$ cat src/rtl/sadc_pkg.sv
package sadc_pkg;
  // Avalon-MM register offsets (byte addresses, word aligned)
  localparam logic [3:0] SADC_OFS_CONFIG = 4'h0;
  localparam logic [3:0] SADC_OFS_CHANNEL = 4'h4;
  localparam logic [3:0] SADC_OFS_DMA_ADDR = 4'h8;
  localparam logic [3:0] SADC_OFS_STATUS = 4'hc;
  // Config register fields
  localparam int SADC_CFG_MD_LO = 7;
  localparam int SADC_CFG_EXTREF = 6;
  localparam int SADC_CFG_DIV_HI = 5;
  localparam int SADC_CFG_DIV_LO = 4;
  localparam int SADC_CFG_ACQ_HI = 3;
  localparam int SADC_CFG_ACQ_LO = 2;
  localparam int SADC_CFG_INTREF = 1;
  localparam int SADC_CFG_CONT = 0;
  // Channel and status register fields
  localparam int SADC_CH_DMA = 6;
  localparam int SADC_CH_START = 7;
  localparam int SADC_CH_SEL_HI = 3;
  localparam int SADC_STS_BUSY = 0;
  localparam int SADC_STS_DONE = 1;
  localparam int SADC_STS_DMA_ACT = 2;
  localparam logic [7:0] SADC_CONFIG_RST = 8'h00;
  localparam logic [7:0] SADC_CHANNEL_RST = 8'h00;
  // Conversion clock divide ratios by select code
  localparam logic [5:0] SADC_DIV_00 = 6'h20;
  localparam logic [5:0] SADC_DIV_01 = 6'h04;
  localparam logic [5:0] SADC_DIV_10 = 6'h08;
  localparam logic [5:0] SADC_DIV_11 = 6'h02;
  localparam logic [4:0] SADC_APPROX_CLKS = 5'h0f;
  localparam logic [4:0] SADC_SYNC_CLKS = 5'h01;
  localparam logic [23:0] SADC_DMA_ADDR_MAX = 24'hffffff;
  localparam logic [3:0] SADC_DMA_STOP_ID = 4'hf;
  localparam logic [1:0] SADC_DMA_PIPE_DEPTH = 2'h3;
  localparam int SADC_AW = 4;
  localparam int SADC_MAW = 24;
  typedef enum logic [1:0] {SADC_IDLE, SADC_ACQ, SADC_CONV, SADC_SYNC} sadc_phase_t;
endpackage : sadc_pkg

$ cat src/rtl/sadc_clk_if.sv
`timescale 1ns/1ps
interface sadc_clk_if;
  logic [1:0] div_sel;
  logic run;
  logic tick;
  modport gen (input div_sel, input run, output tick);
  modport use_ (output div_sel, output run, input tick);
endinterface : sadc_clk_if

$ cat src/rtl/sadc_top.sv
// Chosen here: the Avalon-MM interface to the registers and the register offsets.
`timescale 1ns/1ps
// How it works
// - The conversion clock is the system clock divided by one of four ratios.
// - Divide select code 10 in config bits 5:4 gives a ratio of 8.
// - A conversion lasts 15 approximation clocks, 1 sync clock and the acquisition time.
// - Acquisition time is 1 to 4 conversion clocks, set by config bits 3:2.
// - In continuous mode a new conversion starts on the same conversion clock tick on which one ends.
// - Config bit 6 set selects the external reference on the reference pin.
// - The internal reference stays off after reset until software enables it.
// - Channel register bit 6 enables direct-to-memory mode.
// - Direct-to-memory writes results to a 24-bit address space without the core.
// - Each result is written as its own conversion ends; the results of the first two conversions are not written.
// - The done flag is set by hardware when the memory stream reaches its stop code.
// - The pipeline writes its first correct result after three conversion cycles.
module sadc_top (
  input wire logic clk_sys_i,
  input wire logic resetn_i,
  input wire logic [sadc_pkg::SADC_AW-1:0] avs_address_i,
  input wire logic avs_read_i,
  input wire logic avs_write_i,
  input wire logic [31:0] avs_writedata_i,
  input wire logic [3:0] avs_byteenable_i,
  output logic [31:0] avs_readdata_o,
  output logic avs_waitrequest_o,
  input wire logic [11:0] adc_result_i,
  output logic adc_sample_o,
  output logic adc_power_o,
  output logic [3:0] adc_channel_o,
  output logic ref_ext_sel_o,
  output logic ref_int_en_o,
  output logic [23:0] mem_addr_o,
  output logic [15:0] mem_wdata_o,
  output logic mem_write_o,
  output logic mem_read_o,
  input wire logic [15:0] mem_rdata_i,
  output logic done_flag_o
);
  import sadc_pkg::*;

  typedef struct packed {
    logic [7:0] cfg;
    logic [7:0] chn;
    logic [23:0] dma_ptr;
    logic [31:0] rdata;
    logic ack;
    sadc_phase_t phase;
    logic [4:0] cnt;
    logic done;
    logic [11:0] result;
    logic result_vld;
    logic [3:0] conv_id;
    logic [3:0] next_id;
    logic [3:0] wr_id;
    logic [1:0] pipe;
    logic dma_act;
    logic stopping;
    logic [23:0] mem_addr;
    logic [15:0] mem_wdata;
    logic mem_we;
    logic mem_re;
    logic sample;
    logic [23:0] rd_addr;
    logic [23:0] mem_bus;
    logic [3:0] chan;
    logic int_ref;
    logic wreq;
  } sadc_st_t;

  sadc_st_t st_q, st_d;
  sadc_clk_if cif ();

  sadc_clkdiv u_div (
    .clk_sys_i(clk_sys_i),
    .resetn_i(resetn_i),
    .cif(cif)
  );

  logic [4:0] acq_clks;
  logic powered;
  logic req;
  logic start;
  logic conv_end;

  assign powered = st_q.cfg[SADC_CFG_MD_LO];
  assign acq_clks = {3'b000, st_q.cfg[SADC_CFG_ACQ_HI:SADC_CFG_ACQ_LO]} + 5'h01;
  assign req = avs_read_i | avs_write_i;
  assign cif.div_sel = st_q.cfg[SADC_CFG_DIV_HI:SADC_CFG_DIV_LO];
  assign cif.run = powered;

  always_comb begin
    st_d = st_q;
    st_d.ack = 1'b0;
    st_d.mem_we = 1'b0;
    st_d.mem_re = 1'b0;
    st_d.sample = 1'b0;
    start = 1'b0;
    conv_end = 1'b0;

    // One wait state per access; the answer comes on the second edge
    if (req && !st_q.ack) begin
      st_d.ack = 1'b1;
      if (avs_read_i) begin
        st_d.rdata = 32'h0;
        unique case (avs_address_i)
          SADC_OFS_CONFIG: st_d.rdata = {24'h0, st_q.cfg};
          SADC_OFS_CHANNEL: st_d.rdata = {24'h0, st_q.chn};
          SADC_OFS_DMA_ADDR: st_d.rdata = {8'h0, st_q.dma_ptr};
          SADC_OFS_STATUS: begin
            st_d.rdata[SADC_STS_BUSY] = st_q.phase != SADC_IDLE;
            st_d.rdata[SADC_STS_DONE] = st_q.done;
            st_d.rdata[SADC_STS_DMA_ACT] = st_q.dma_act;
          end
          default: st_d.rdata = 32'h0;
        endcase
      end
    end
    // Writes land only at the edge where the master sees waitrequest low
    if (avs_write_i && st_q.ack && avs_byteenable_i[0]) begin
      unique case (avs_address_i)
        SADC_OFS_CONFIG: st_d.cfg = avs_writedata_i[7:0];
        SADC_OFS_CHANNEL: begin
          st_d.chn = avs_writedata_i[7:0];
          st_d.chn[SADC_CH_START] = 1'b0;
          start = avs_writedata_i[SADC_CH_START];
        end
        SADC_OFS_DMA_ADDR: st_d.dma_ptr = avs_writedata_i[23:0];
        SADC_OFS_STATUS: begin
          if (avs_writedata_i[SADC_STS_DONE]) begin
            st_d.done = 1'b0;
          end
        end
        default: st_d.cfg = st_q.cfg;
      endcase
    end
    st_d.wreq = !st_d.ack;

    // Conversion sequencer on conversion clock ticks
    if (!powered) begin
      st_d.phase = SADC_IDLE;
      st_d.cnt = 5'h00;
    end else if (cif.tick) begin
      unique case (st_q.phase)
        SADC_IDLE: begin
          if (st_q.stopping) begin
            st_d.phase = SADC_IDLE;
          end
        end
        SADC_ACQ: begin
          if (st_q.cnt >= acq_clks - 5'h01) begin
            st_d.phase = SADC_CONV;
            st_d.cnt = 5'h00;
            st_d.sample = 1'b1;
          end else begin
            st_d.cnt = st_q.cnt + 5'h01;
          end
        end
        SADC_CONV: begin
          if (st_q.cnt >= SADC_APPROX_CLKS - 5'h01) begin
            st_d.phase = SADC_SYNC;
            st_d.cnt = 5'h00;
          end else begin
            st_d.cnt = st_q.cnt + 5'h01;
          end
        end
        SADC_SYNC: begin
          if (st_q.cnt >= SADC_SYNC_CLKS - 5'h01) begin
            conv_end = 1'b1;
            st_d.cnt = 5'h00;
            st_d.phase = SADC_IDLE;
          end else begin
            st_d.cnt = st_q.cnt + 5'h01;
          end
        end
      endcase
    end

    if (conv_end) begin
      st_d.result = adc_result_i;
      st_d.result_vld = 1'b1;
      if (!st_q.dma_act) begin
        st_d.done = 1'b1;
      end
    end

    // Start from software, or chain in continuous or stream mode
    if (powered && st_d.phase == SADC_IDLE && !st_q.stopping) begin
      if ((start && st_q.phase == SADC_IDLE) ||
          (conv_end && (st_q.cfg[SADC_CFG_CONT] || st_q.dma_act))) begin
        st_d.phase = SADC_ACQ;
        st_d.cnt = 5'h00;
        if (start && st_q.chn[SADC_CH_DMA] && !st_q.dma_act) begin
          st_d.dma_act = 1'b1;
          st_d.pipe = 2'h0;
          st_d.mem_addr = st_q.dma_ptr;
          st_d.rd_addr = st_q.dma_ptr;
          st_d.result_vld = 1'b0;
        end
      end
    end

    // Stream pipeline: the first two conversions only fetch next ID; later ones write that conversion's result, then fetch next ID
    if (st_q.dma_act && conv_end) begin
      st_d.conv_id = st_q.next_id;
      st_d.wr_id = st_q.conv_id;
      if (st_q.pipe < SADC_DMA_PIPE_DEPTH - 2'h1) begin
        st_d.pipe = st_q.pipe + 2'h1;
        st_d.mem_re = 1'b1;
        st_d.mem_bus = st_q.rd_addr;
      end else begin
        st_d.mem_we = 1'b1;
        st_d.mem_bus = st_q.mem_addr;
        st_d.mem_wdata = {st_q.conv_id, adc_result_i};
      end
    end
    // Next ID is read the cycle after the write, so the two never share the bus
    if (st_q.mem_we) begin
      if (st_q.mem_addr < SADC_DMA_ADDR_MAX - 24'h000001) begin
        st_d.mem_addr = st_q.mem_addr + 24'h000002;
      end
      st_d.mem_re = 1'b1;
      st_d.mem_bus = st_q.rd_addr;
    end
    if (st_q.mem_re && st_q.dma_act) begin
      st_d.next_id = mem_rdata_i[15:12];
      if (st_q.rd_addr < SADC_DMA_ADDR_MAX - 24'h000001) begin
        st_d.rd_addr = st_q.rd_addr + 24'h000002;
      end
      if (mem_rdata_i[15:12] == SADC_DMA_STOP_ID ||
          st_q.rd_addr >= SADC_DMA_ADDR_MAX - 24'h000002) begin
        st_d.stopping = 1'b1;
      end
    end
    if (st_q.stopping && st_q.phase == SADC_IDLE) begin
      st_d.stopping = 1'b0;
      st_d.dma_act = 1'b0;
      st_d.done = 1'b1;
    end
    st_d.chan = st_d.dma_act ? st_d.conv_id : st_d.chn[SADC_CH_SEL_HI:0];
    st_d.int_ref = st_d.cfg[SADC_CFG_INTREF] & ~st_d.cfg[SADC_CFG_EXTREF];
  end

  always_ff @(posedge clk_sys_i or negedge resetn_i) begin
    if (!resetn_i) begin
      st_q <= '0;
      st_q.cfg <= SADC_CONFIG_RST;
      st_q.chn <= SADC_CHANNEL_RST;
      st_q.phase <= SADC_IDLE;
      st_q.wreq <= 1'b1;
    end else begin
      st_q <= st_d;
    end
  end

  // Waitrequest idles high; it drops for the one cycle that completes a request
  assign avs_waitrequest_o = st_q.wreq;
  assign avs_readdata_o = st_q.rdata;
  assign adc_sample_o = st_q.sample;
  assign adc_power_o = st_q.cfg[SADC_CFG_MD_LO];
  assign adc_channel_o = st_q.chan;
  assign ref_ext_sel_o = st_q.cfg[SADC_CFG_EXTREF];
  assign ref_int_en_o = st_q.int_ref;
  assign mem_addr_o = st_q.mem_bus;
  assign mem_wdata_o = st_q.mem_wdata;
  assign mem_write_o = st_q.mem_we;
  assign mem_read_o = st_q.mem_re;
  assign done_flag_o = st_q.done;
endmodule : sadc_top

$ cat src/rtl/sadc_clkdiv.sv
`timescale 1ns/1ps
module sadc_clkdiv (
  input wire logic clk_sys_i,
  input wire logic resetn_i,
  sadc_clk_if.gen cif
);
  import sadc_pkg::*;
  typedef struct packed {
    logic [5:0] cnt;
    logic tick;
  } sadc_div_st_t;
  sadc_div_st_t st_q, st_d;
  logic [5:0] ratio;
  always_comb begin
    unique case (cif.div_sel)
      2'b00: ratio = SADC_DIV_00;
      2'b01: ratio = SADC_DIV_01;
      2'b10: ratio = SADC_DIV_10;
      2'b11: ratio = SADC_DIV_11;
    endcase
  end
  always_comb begin
    st_d = st_q;
    st_d.tick = 1'b0;
    if (!cif.run) begin
      st_d.cnt = 6'h00;
    end else if (st_q.cnt >= ratio - 6'h01) begin
      st_d.cnt = 6'h00;
      st_d.tick = 1'b1;
    end else begin
      st_d.cnt = st_q.cnt + 6'h01;
    end
  end
  always_ff @(posedge clk_sys_i or negedge resetn_i) begin
    if (!resetn_i) begin
      st_q <= '0;
    end else begin
      st_q <= st_d;
    end
  end
  assign cif.tick = st_q.tick;
endmodule : sadc_clkdiv

$ cat config.mk
export PLATFORM = sky130hd
export DESIGN_NAME = sadc_top
export DESIGN_NICKNAME = d
export VERILOG_FILES = /design/src/rtl/sadc_pkg.sv /design/src/rtl/sadc_clk_if.sv /design/src/rtl/sadc_top.sv /design/src/rtl/sadc_clkdiv.sv
export SDC_FILE = /design/constraint.sdc
export NUM_CORES = 1
export LEC_CHECK = 0
export BUFFER_PORTS_ARGS = -buffer_cell sky130_fd_sc_hd__buf_2
export CORE_MARGIN = 3
export CORE_UTILIZATION = 30
export DETAILED_ROUTE_END_ITERATION = 6
export HOLD_SLACK_MARGIN = 0.15
export MAX_ROUTING_LAYER = met4
export PLACE_DENSITY = 0.52
export SYNTH_ARGS = -nofsm -noshare
export SYNTH_HDL_FRONTEND = slang
export SYNTH_SLANG_ARGS = --single-unit
$ cat constraint.sdc
create_clock -name clk_sys_i -period 4.7 [get_ports clk_sys_i]
set_input_delay 0 -clock clk_sys_i [delete_from_list [all_inputs] [get_ports clk_sys_i]]
set_output_delay 0 -clock clk_sys_i [all_outputs]
set_load 0.05 [all_outputs]
======== Word-level counts from Yosys, hierarchy flattened ========
Cells that the tools add are included.
cells by class
  add/subtract/negate cells ............... 8
  $lt $le $gt $ge ......................... 8
  equal/unequal tests ..................... 10
  multiplexer cells ....................... 71
  bitwise operators ....................... 4
  reductions and logical operators ........ 33
operators with widths
  operator                                        count
  two-way mux 24 bit                              14
  one-hot mux 21 bit (3 select lines)             1
  adder 24 x 2 -> 24 bit (second input constant)  2
  < comparator 24 bit (second input constant)     2
  two-way mux 7 bit                               6
  two-way mux 39 bit                              1
  two-way mux 1 bit                               26
  >= comparator 24 bit (second input constant)    1
  one-hot mux 6 bit (4 select lines)              1
  two-way mux 2 bit                               8
  two-way mux 5 bit                               3
  one-hot mux 5 bit (3 select lines)              1
  two-way mux 14 bit                              1
  == test 4 bit (second input constant)           3
  logical AND 1 bit                               12
  two-way mux 6 bit                               2
  one-hot mux 3 bit (4 select lines)              1
  AND reduction 2 bit                             6
  two-way mux 3 bit                               3
  == test 2 bit (second input constant)           4
  two-way mux 4 bit                               2
  one-hot mux 2 bit (4 select lines)              1
  nonzero test 2 bit                              4
  adder 6 x 1 -> 6 bit (second input constant)    1
  other kinds (19)                                28
storage, ports and cells
  bits in registers ....................... 201
  input bits .............................. 72
  output and inout port bits .............. 84
  logic and storage cells ................. 163

======== Logic depth before layout (Yosys ltp) ========
Gate-level depths: netlist of the first run.
  word-level depth ........................ 13
  depth in mapped cells ................... 10
  depth with buffers taken out ............ 8

======== Modules after synthesis ========
From an unflattened synthesis of the first run, not the netlist that was laid out.
second synthesis, totals
  cell total of the unflattened synthesis .. 959
  area total of the unflattened synthesis .. 9594.2 um2
by module, submodules not included
  module       times used  cells each  area each (um2)  sequential area each (um2)
  sadc_top     1           917         9173.8           4530.6
  sadc_clkdiv  1           42          420.4            175.2

======== Worst setup path after synthesis of the first run ========
No wires, ideal clock.
  kind .................................... flip-flop to flip-flop
  start ................................... register st_q (netlist bit adc_power_o)
  end ..................................... register st_q[34] (netlist name)
  library setup time ...................... 0.126 ns
  arrival time ............................ 2.280 ns
  data required time ...................... 4.574 ns
  setup slack ............................. 2.294 ns
  cell stages (with the launch flop) ...... 8
  buffers on the path ..................... 1
  period minus slack after synthesis ...... 2.406 ns
  cells stage by stage .................... dfrtp_1 clkbuf_1 inv_1 a211oi_1 o311ai_2 o21a_1 a21o_1 a221o_1
RTL lines
  element                   line             source
  start: declaration        sadc_top.sv:70   sadc_st_t st_q, st_d;
  start signal: assignment  sadc_top.sv:251  st_q <= st_d;

==> results of run 1 <==
## registers in the layout, summed over array words and instances (netlist names)
register and flops:
adc_power_o 1, done_flag_o 1, mem_addr_o 24, avs_waitrequest_o 1
u_div.st_q 6, mem_write_o 1, ref_ext_sel_o 1, mem_read_o 1
cif.div_sel 2, adc_sample_o 1, st_q 103, mem_wdata_o 16
adc_channel_o 4, avs_readdata_o 24, u_div.cif.tick 1, ref_int_en_o 1
## cell type report
cell class                      instances  area, µm²  share of cell area
Tap cell                              396      495.5             0.04495
Clock buffer                           17      425.4             0.03860
Clock inverter                         15      165.2             0.01498
Inverter                               19      71.32            0.006471
Timing Repair Buffer                  181       1195              0.1084
Sequential cell                       188       4706              0.4270
Multi-Input combinational cell        593       3964              0.3596
## kinds of logic after synthesis
kind of cell	count (synthesis)	synth area share
buf+inv	137	0.08713
flops	188	0.4973
fa+ha+maj	11	0.01454
xor+xnor	5	0.004629
other cells	1	0.0003963
compound gates	199	0.1485
simple gates	275	0.1384
mux	95	0.1091
## tightest hold or removal path: stages
cell and delay, ns:
dlygate4sd3_1 0.52, buf_2 0.10, mux2_2 0.13
## cell usage in the layout, fill, tap and decap left out, types with 25 or more instances in the layout
cell / count
dlygate4sd3_1: 50
mux2i_1: 30
nand2_1: 105
mux2_2: 65
nor2_1: 57
buf_2: 123
a21oi_1: 25
o21ai_0: 57
dfrtp_1: 187
## power groups by stage
stage / clock [mW] / sequential (mW) / combinational, mW
CTS: 1.52 / 1.76 / 0.359
global placement: 0 / 1.80 / 0.324
finish: 1.46 / 1.77 / 0.353
detailed placement: 0 / 1.80 / 0.325
global route: 1.59 / 1.78 / 0.386
floorplan: 0 / 1.78 / 0.220
## through the flow
| stage | total power, mW | util | cells | worst slack, ns |
|---|---|---|---|---|
| 3_5_place_dp | 2.122 | 0.3221 | 1327 | 1.818 |
| 5_1_grt | 3.754 | 0.3575 | 1409 | 1.583 |
| 4_1_cts | 3.642 | 0.3575 | 1409 | 1.755 |
| 6_report | 3.584 | 0.3575 | 1409 | 1.715 |
| 2_1_floorplan | 1.996 | - | 918 | 2.294 |
| 3_3_place_gp | 2.119 | 0.3221 | 1327 | 1.852 |
## timing repair
action | in CTS | in global routing
buffers inserted | 0 | 0
endpoints found under the setup margin | 0 | 0
hold buffers | 50 | 0
hold endpoints to repair | 139 | 0
## routing by layer
metal / part of all wire / track usage
met1: 0.51 / 0.2281
met3: 0.050 / 0.03008
met5: 0 / -
met4: 0.014 / 0.04144
met2: 0.42 / 0.2155
## how the worst max path moves through the flow
| stage | to | start | cells past startpoint | slack, ns |
|---|---|---|---|---|
| 2_1_floorplan | st_q[34] | adc_power_o | 7 | 2.29 |
| 4_1_cts | st_q[74] | avs_address_i[2] | 7 | 1.76 |
| 3_3_place_gp | st_q[74] | avs_address_i[2] | 6 | 1.85 |
| 3_5_place_dp | st_q[74] | avs_address_i[2] | 6 | 1.82 |
| 5_1_grt | st_q[74] | avs_address_i[2] | 7 | 1.58 |
| 6_report | st_q[74] | avs_address_i[2] | 7 | 1.72 |
==> flow_summary.json, run 1 <==
{
  "crit_buf_inv": 2,
  "synthTopCellsByArea": "dfrtp_1 (49%), mux2_2 (7.7%), buf_4 (6.2%), nand2_1 (4.2%), mux2i_1 (3.2%)",
  "ir_drop_mv": 0.2205,
  "ys_types": 73,
  "ys_async_sr_fraction": 1.000,
  "ys.flop_type": "dfrtp_1",
  "max_stage_delay_ns": 0.77,
  "fin_crit_sh": 0.6351,
  "io_pins": 156,
  "path_class": "in2reg",
  "fp.dieW_um": 183.6,
  "track_usage": 0.1545,
  "finalSetupTns_ns": 0,
  "powerDensity_mw_per_mm2": 325.2,
  "r2r_cells": 6,
  "switchingPower_mw": 1.042,
  "syn_avg_cell_area_um2": 10.39,
  "holdPathStages": 3,
  "period_needed_ns": 2.985,
  "hold_path_startpoint": "avs_writedata_i[10]",
  "start_util": 0.3069,
  "cpMaxStageDelayCell": "or4_1",
  "stdcell_area_mm2": 0.01102,
  "layout-drive-gt1-share": 0.2478,
  "max_slew_margin": 0.2258,
  "cts.sinks": 188,
  "synthCells": 911,
  "p_int_mw": 2.542,
  "synth_edf_count": 0,
  "antenna_found_initial": 0,
  "reg2reg_to": "st_q[75]",
  "cts_buffers": 17,
  "clock_latency_ns": 0.44,
  "synth_top_area_cell": "dfrtp_1",
  "die_area_mm2": 0.03371,
  "reg2reg_slack_ns": 1.85,
  "place_area_mm2": 0.009931,
  "areaGrowthSynthToFinish_pct": 16.47,
  "synthDominantCellAreaShare": 0.4945,
  "clk_pin_slew_worst_paths_ns": 0.08,
  "synthTopCellsByCount": "dfrtp_1 (187), nand2_1 (105), buf_4 (78)",
  "worstPathArrival_ns": 3.29,
  "vias": 7128,
  "grt_pass1_vias": 6922,
  "firstDrtPassIters": 5,
  "rsz0062_at_grt": "false",
  "num_rows": 64,
  "ant_nets": 0,
  "hp-class": "in2reg",
  "switching_share": 0.2908,
  "wl_per_cell_um": 17.70,
  "path_cells": "dlygate4sd3_1 -> buf_2 -> or4b_1 -> or4_1 -> nand2b_1 -> a32oi_1 -> o21ai_0",
  "grt_max_degree": 122,
  "synth-seq-area-share": 0.4973,
  "holdWs_ns": 0.3325,
  "num-nets-final": 1083,
  "cts_resized": 0,
  "dp_hpwl_um": 17520,
  "slew_viol_final": 0,
  "tightest_slew_ns": 1.159,
  "start_kind": "input port",
  "routed_wl_um": 24930,
  "synth-seq-cells": 188,
  "p_comb_frac": 0.098,
  "grt-ovfl-total": 0,
  "cp_top_family": "simple AND/OR/NAND/NOR gates",
  "h-tree-depth": 4,
  "viasPerCell": 5.059,
  "netlist_area_mm2": 0.009463,
  "finalSetupViolCount": 0,
  "end_kind": "register",
  "die_height_um": 183.6,
  "yosysMostFrequentCell": "dfrtp_1",
  "finalHoldViolCount": 0,
  "cts_tree": "built",
  "synth_warnings": 0,
  "outcome": "finished clean",
  "clockBufferDepth": 2,
  "maxCapViolCount": 0,
  "crit_required_ns": 5.01,
  "clock_power_share": 0.408,
  "final.setup_skew_ns": 0.01370,
  "grt_pass1_wl_um": 39740,
  "drtIter0Drc": 425,
  "core-area_mm2": 0.03083,
  "timing.rr.start": "st_q[132]",
  "p_leak_nw": 5.238,
  "fillers": 3086,
  "gp_congestion": 0.8589,
  "io_buffers": 124,
  "cp_max_fo": 17,
  "drcViolationCount": 0,
  "fmax_mhz": 335.0,
  "cts-root-buf": "clkbuf_16",
  "pwr-share-seq": 0.493,
  "diodes": 0,
  "holdPathEnd": "st_q[177]"
}
Note: power is estimated with default switching activity, not from simulation.
==> inputs of run 2 (changes only) <==
--- a/config.mk
+++ b/config.mk
@@ -5,6 +5,7 @@
 export SDC_FILE = /design/constraint.sdc
 export NUM_CORES = 1
 export LEC_CHECK = 0
+export ABC_AREA = 1
 export BUFFER_PORTS_ARGS = -buffer_cell sky130_fd_sc_hd__buf_2
 export CORE_MARGIN = 3
 export CORE_UTILIZATION = 30
==> constraint.sdc (replaced) <==
create_clock -name clk_sys_i -period 2.9 [get_ports clk_sys_i]
set_input_delay 0 -clock clk_sys_i [delete_from_list [all_inputs] [get_ports clk_sys_i]]
set_output_delay 0 -clock clk_sys_i [all_outputs]
set_load 0.05 [all_outputs]
==> flow_summary.json, run 2 <==
{
  "max_slew_margin": 0.5075,
  "stdcell_area_mm2": 0.01181,
  "num_rows": 66,
  "cts_buffers": 17,
  "rsz0062_at_grt": "false",
  "path_class": "in2reg",
  "cp_top_family": "buffers and inverters",
  "fin_crit_sh": 0.8213,
  "die_area_mm2": 0.03629,
  "firstDrtPassIters": 5,
  "ant_nets": 0,
  "start_util": 0.3091,
  "routed_wl_um": 27410,
  "drtIter0Drc": 545,
  "dp_slack_ns": 0.6192,
  "syn_avg_cell_area_um2": 7.730,
  "powerDensity_mw_per_mm2": 526.6,
  "worst_slack_ns": 0.5183,
  "routed-wl-met2_um": 12010,
  "worstPathArrival_ns": 2.71,
  "path_common_cell": "nand2_1",
  "reg2reg_slack_ns": 0.60,
  "viasPerCell": 4.508,
  "maxCapViolCount": 0,
  "max_stage_delay_ns": 0.56,
  "clk_pin_slew_worst_paths_ns": 0.08,
  "dp.cells": 1790,
  "layout_common_cells": "nand2_1 (444), dfrtp_1 (187), inv_1 (126), buf_2 (123), nor2_1 (107)",
  "cpMaxStageDelayCell": "dlygate4sd3_1",
  "finalPower_mw": 6.219,
  "switching_share": 0.3096,
  "wl_met1_um": 13580,
  "io_buffers": 124,
  "crit_required_ns": 3.22,
  "drcViolationCount": 0,
  "path_cells": "dlygate4sd3_1 -> buf_2 -> nand2_1 -> dlygate4sd3_1 -> nor2_2 -> nand4_4 -> nor2_8 -> nand3_4 -> buf_4 -> nand2_1 -> nand2_1 -> nand2_1 -> nand2_1",
  "clockBufferDepth": 2,
  "worstSetupEndpoint": "st_q[86]",
  "grt-ovfl-total": 0,
  "synthDominantCellAreaShare": 0.4583,
  "clock_power_share": 0.383,
  "grt_max_degree": 78,
  "synth-seq-area-share": 0.4609,
  "period_needed_ns": 2.382,
  "fmax_mhz": 419.9,
  "dp_hpwl_um": 19980,
  "synthTopCellsByCount": "nand2_1 (444), dfrtp_1 (187), inv_1 (126)",
  "reg2reg_to": "st_q[86]",
  "cts_tree": "built",
  "synth_warnings": 0,
  "r2r_cells": 13,
  "wl_per_cell_um": 14.65,
  "regMostFlops": "st_q",
  "utilization": 0.3575,
  "finalSetupTns_ns": 0,
  "die_height_um": 190.5,
  "timing.rr.start": "st_q[127]",
  "ir_drop_mv": 0.3043,
  "fp.dieW_um": 190.5,
  "instances_no_fill": 1871,
  "p_comb_frac": 0.150,
  "final.setup_skew_ns": 0.01349,
  "grt_pass1_vias": 8283,
  "route.met3.wl_um": 1480,
  "p_leak_nw": 6.132,
  "ys_async_sr_fraction": 1.000,
  "hp-class": "in2reg",
  "crit_path_start": "avs_byteenable_i[0]",
  "end_kind": "register",
  "synthCells": 1321,
  "gp_congestion": 0.8975,
  "outcome": "finished clean",
  "cts.sinks": 188,
  "vias": 8434,
  "crit_buf_inv": 4,
  "finalHoldViolCount": 0,
  "clock_latency_ns": 0.45,
  "place_area_mm2": 0.01074,
  "diodes": 0,
  "ys.flop_type": "dfrtp_1",
  "worstSetupPathDepth": 13,
  "p_int_mw": 4.293,
  "core-area_mm2": 0.03303,
  "areaGrowthSynthToFinish_pct": 15.65,
  "track_usage": 0.1589,
  "antenna_found_initial": 0,
  "maxUsedRoutingLayer": "met4",
  "slew_viol_final": 0,
  "synthTopCellsByArea": "dfrtp_1 (46%), nand2_1 (16%), buf_4 (5.9%), inv_1 (4.6%), nor2_1 (3.9%)",
  "start_kind": "input port",
  "cts-root-buf": "clkbuf_16",
  "synth_edf_count": 0,
  "ys_types": 42,
  "holdWs_ns": 0.1588,
  "synth-seq-cells": 188,
  "tightest_slew_ns": 0.7380,
  "layout-drive-gt1-share": 0.1477,
  "yosysMostFrequentCell": "nand2_1",
  "layout_commonest_cell": "nand2_1",
  "synth_top_area_cell": "dfrtp_1",
  "io_pins": 156,
  "finalSetupViolCount": 0,
  "largest_reg_flops": 103,
  "netlist_area_mm2": 0.01021,
  "grt_pass1_wl_um": 44710,
  "pwr-share-seq": 0.467,
  "switchingPower_mw": 1.925,
  "h-tree-depth": 4,
  "cp_max_fo": 52,
  "cts_setup_buffers": 0,
  "num-nets-final": 1499
}
-- run 2: cell count changes in the layout (fill, tap and decap cells not counted), moves of 23 or more --
cell | previous run | this run
nor2_1 | 57 | 107
a22o_1 | 24 | 0
mux2_2 | 65 | 0
mux2i_1 | 30 | 0
xor2_1 | 3 | 26
nand2_1 | 105 | 444
inv_1 | 19 | 126
nand3_1 | 24 | 56
-- run 2: tightest hold or removal path, cell delays in order --
cell and delay (ns):
buf_2 0.07, inv_1 0.04, nand2_2 0.13, nor2_8 0.07, a21oi_1 0.16, o21ai_0 0.09
-- run 2: layer usage --
metal,track usage,vias up
li1,-,4267
met1,0.2244,3944
met2,0.2360,203
met3,0.03088,20
met4,0.03895,0
met5,-,-
-- run 2: how the worst min path moves through the flow --
stage / slack, ns / cells past startpoint / from / endpoint
after floorplan: -0.30 / 0 / resetn_i / adc_channel_o[0]
after global placement: 0.09 / 1 / resetn_i / mem_wdata_o[13]
after detailed placement: 0.1 / 1 / resetn_i / mem_wdata_o[12]
after CTS: 0.16 / 6 / avs_address_i[1] / avs_readdata_o[4]
after global routing: 0.18 / 6 / avs_address_i[0] / avs_readdata_o[4]
final: 0.16 / 6 / avs_address_i[1] / avs_readdata_o[4]
-- run 2: area by class of cell --
| class | instances | area (µm²) |
|---|---|---|
| flip-flops and latches | 188 | 4706 |
| clock buffers | 17 | 425.4 |
| clock inverters | 15 | 151.4 |
| fillers | 3547 | 21220 |
| well taps | 442 | 553.0 |
| inverters | 136 | 510.5 |
| repair buffers | 189 | 1252 |
| multi-input cells | 884 | 4210 |
-- run 2: cell families after synthesis --
group,count (synthesis),share of synthesized area
AO/OA/AOI/OAI,131,0.07095
other,1,0.0003672
flip-flops,188,0.4609
adder cells (fa/ha/maj),11,0.01348
buffers and inverters,256,0.1294
XOR/XNOR,39,0.03345
AND/OR/NAND/NOR,695,0.2915
-- run 2: timing repair --
| action | in CTS | in global routing |
|---|---|---|
| hold endpoints to repair | 161 | 0 |
| hold buffers | 49 | 0 |
| gates resized for setup | 0 | 0 |
-- run 2: power groups by stage --
stage                     clock network [mW]  logic, mW  registers (mW)
after floorplan                            0      0.613            2.96
after global placement                     0      0.886            2.95
after detailed placement                   0      0.895            2.95
after CTS                               2.45      0.952            2.90
after global routing                    2.53       1.05            2.93
final                                   2.38      0.936            2.90
==> inputs of run 3 (changes only) <==
==> constraint.sdc (replaced) <==
create_clock -name clk_sys_i -period 2.3 [get_ports clk_sys_i]
set_input_delay 0 -clock clk_sys_i [delete_from_list [all_inputs] [get_ports clk_sys_i]]
set_output_delay 0 -clock clk_sys_i [all_outputs]
set_load 0.05 [all_outputs]
==> flow_summary.json, run 3 (synthesis gave the netlist of run 2 again) <==
{
  "clk_pin_slew_worst_paths_ns": 0.08,
  "grt-ovfl-total": 0,
  "p_leak_nw": 6.252,
  "ant_nets": 0,
  "layout-drive-gt1-share": 0.1551,
  "cts_tree": "built",
  "regArea_mm2": 0.004706,
  "vias": 8506,
  "end_kind": "register",
  "cts.sinks": 188,
  "max_stage_delay_ns": 0.56,
  "core-area_mm2": 0.03303,
  "switchingPower_mw": 2.457,
  "wl_per_cell_um": 14.74,
  "dp_hpwl_um": 20630,
  "cts_buffers": 17,
  "fp.dieW_um": 190.5,
  "clock_power_share": 0.393,
  "multi_input_area_mm2": 0.004210,
  "ir_drop_mv": 0.3718,
  "p_comb_frac": 0.153,
  "finalSetupViolCount": 0,
  "diodes": 0,
  "place_area_mm2": 0.01090,
  "clockBufferDepth": 2,
  "pwr-share-seq": 0.455,
  "p_int_mw": 5.578,
  "grt_pass1_wl_um": 45680,
  "largest_reg_flops": 103,
  "dp.cells": 1803,
  "powerDensity_mw_per_mm2": 667.7,
  "num-nets-final": 1514,
  "fillers": 3527,
  "hp-class": "in2async",
  "firstDrtPassIters": 7,
  "path_class": "reg2reg",
  "crit_required_ns": 2.68,
  "routed_wl_um": 27810,
  "rsz0062_at_grt": "false",
  "layout_commonest_cell": "nand2_1",
  "outcome": "finished clean",
  "finalHoldViolCount": 0,
  "max_slew_margin": 0.4971,
  "start_util": 0.3091,
  "io_pins": 156,
  "num_rows": 66,
  "maxCapViolCount": 0,
  "holdWs_ns": 0.1349,
  "antenna_found_initial": 0,
  "cp_max_fo": 9,
  "worstPathArrival_ns": 2.48,
  "final.setup_skew_ns": 0.01647,
  "regMostFlops": "st_q",
  "track_usage": 0.1623,
  "grt_max_degree": 64,
  "cts_setup_buffers": 0,
  "clock_latency_ns": 0.45,
  "instances_no_fill": 1886,
  "gp_congestion": 0.9048,
  "fmax_mhz": 476.2,
  "drtIter0Drc": 592,
  "viasPerCell": 4.510,
  "layout_common_cells": "nand2_1 (444), dfrtp_1 (187), inv_1 (126), buf_2 (123), nor2_1 (107)",
  "slew_viol_final": 0,
  "io_buffers": 124,
  "switching_share": 0.3058,
  "cts-root-buf": "clkbuf_16",
  "start_kind": "register",
  "cpMaxStageDelayCell": "dlygate4sd3_1",
  "finalSetupTns_ns": 0,
  "h-tree-depth": 4,
  "period_needed_ns": 2.100,
  "stdcell_area_mm2": 0.01203,
  "tightest_slew_ns": 0.7536,
  "areaGrowthSynthToFinish_pct": 17.85,
  "die_area_mm2": 0.03629,
  "grt_pass1_vias": 8348,
  "fin_crit_sh": 0.9130,
  "die_height_um": 190.5,
  "drcViolationCount": 0,
  "path_cells": "inv_1 -> nor2_2 -> inv_1 -> nor2_1 -> nand2_1 -> nand2_1 -> dlygate4sd3_1"
}
run 3: cell types whose count changed in the layout (fill, tap and decap cells not counted), sizes merged:
cell         delta
inv             -1
buf            +13
bufinv          +1
dlygate4sd3     +2
run 3: power groups by stage:
stage | Combinational (mW) | Clock (mW) | Sequential (mW)
after global routing | 1.39 | 3.37 | 3.69
final | 1.23 | 3.15 | 3.66
after detailed placement | 1.17 | 0 | 3.72
after floorplan | 0.772 | 0 | 3.74
after CTS | 1.25 | 3.22 | 3.66
after global placement | 1.16 | 0 | 3.72
run 3: through the flow:
step	utilization	total power, mW	setup slack, ns
5_1_grt	0.3643	8.443	0.03004
3_3_place_gp	0.3300	4.878	0.1934
6_report	0.3643	8.035	0.2001
3_5_place_dp	0.3300	4.894	0.1781
4_1_cts	0.3643	8.128	0.1566
2_1_floorplan	-	4.511	0.4170
run 3: final cells by class:
type,instances,area share
inverters,136,0.04242
clock buffers,17,0.03535
flip-flops and latches,188,0.3910
well taps,442,0.04596
repair buffers,204,0.1190
multi-input cells,884,0.3499
clock inverters,15,0.01632
run 3: final timing paths:
| kind | cells past startpoint | slack (ns) | from | end |
|---|---|---|---|---|
| hold / removal | 2 | 0.13 | resetn_i | mem_wdata_o[12] |
| setup / recovery | 7 | 0.20 | st_q[134] | st_q[200] |
| hold reg to reg | 1 | 0.46 | st_q[134] | st_q[134] |
| min in group clk_sys_i | 8 | 0.22 | avs_address_i[0] | avs_readdata_o[1] |
| setup reg to reg | 7 | 0.20 | st_q[134] | st_q[200] |
| max in group asynchronous | 3 | 1.42 | resetn_i | st_q[182] |
run 3: metal layers:
| metal | vias to the layer above | track usage | wire (µm) |
|---|---|---|---|
| met5 | - | - | 0 |
| met4 | 0 | 0.03923 | 388 |
| met3 | 26 | 0.03309 | 1505 |
| met2 | 213 | 0.2353 | 12070 |
| met1 | 3960 | 0.2331 | 13840 |
| li1 | 4307 | - | - |
run 3: critical path: cells and delay by family (launching register included):
family	cells	cell delay, ns
and+or+nand+nor	4	0.94
buffers and inverters	3	0.73
DFF	1	0.35
run 3: what timing repair did:
item | 4_1_cts | 5_1_grt
endpoints found under the setup margin | 0 | 37
gates resized for setup | 0 | 1
endpoints found under the hold margin | 267 | 0
hold buffers | 51 | 0
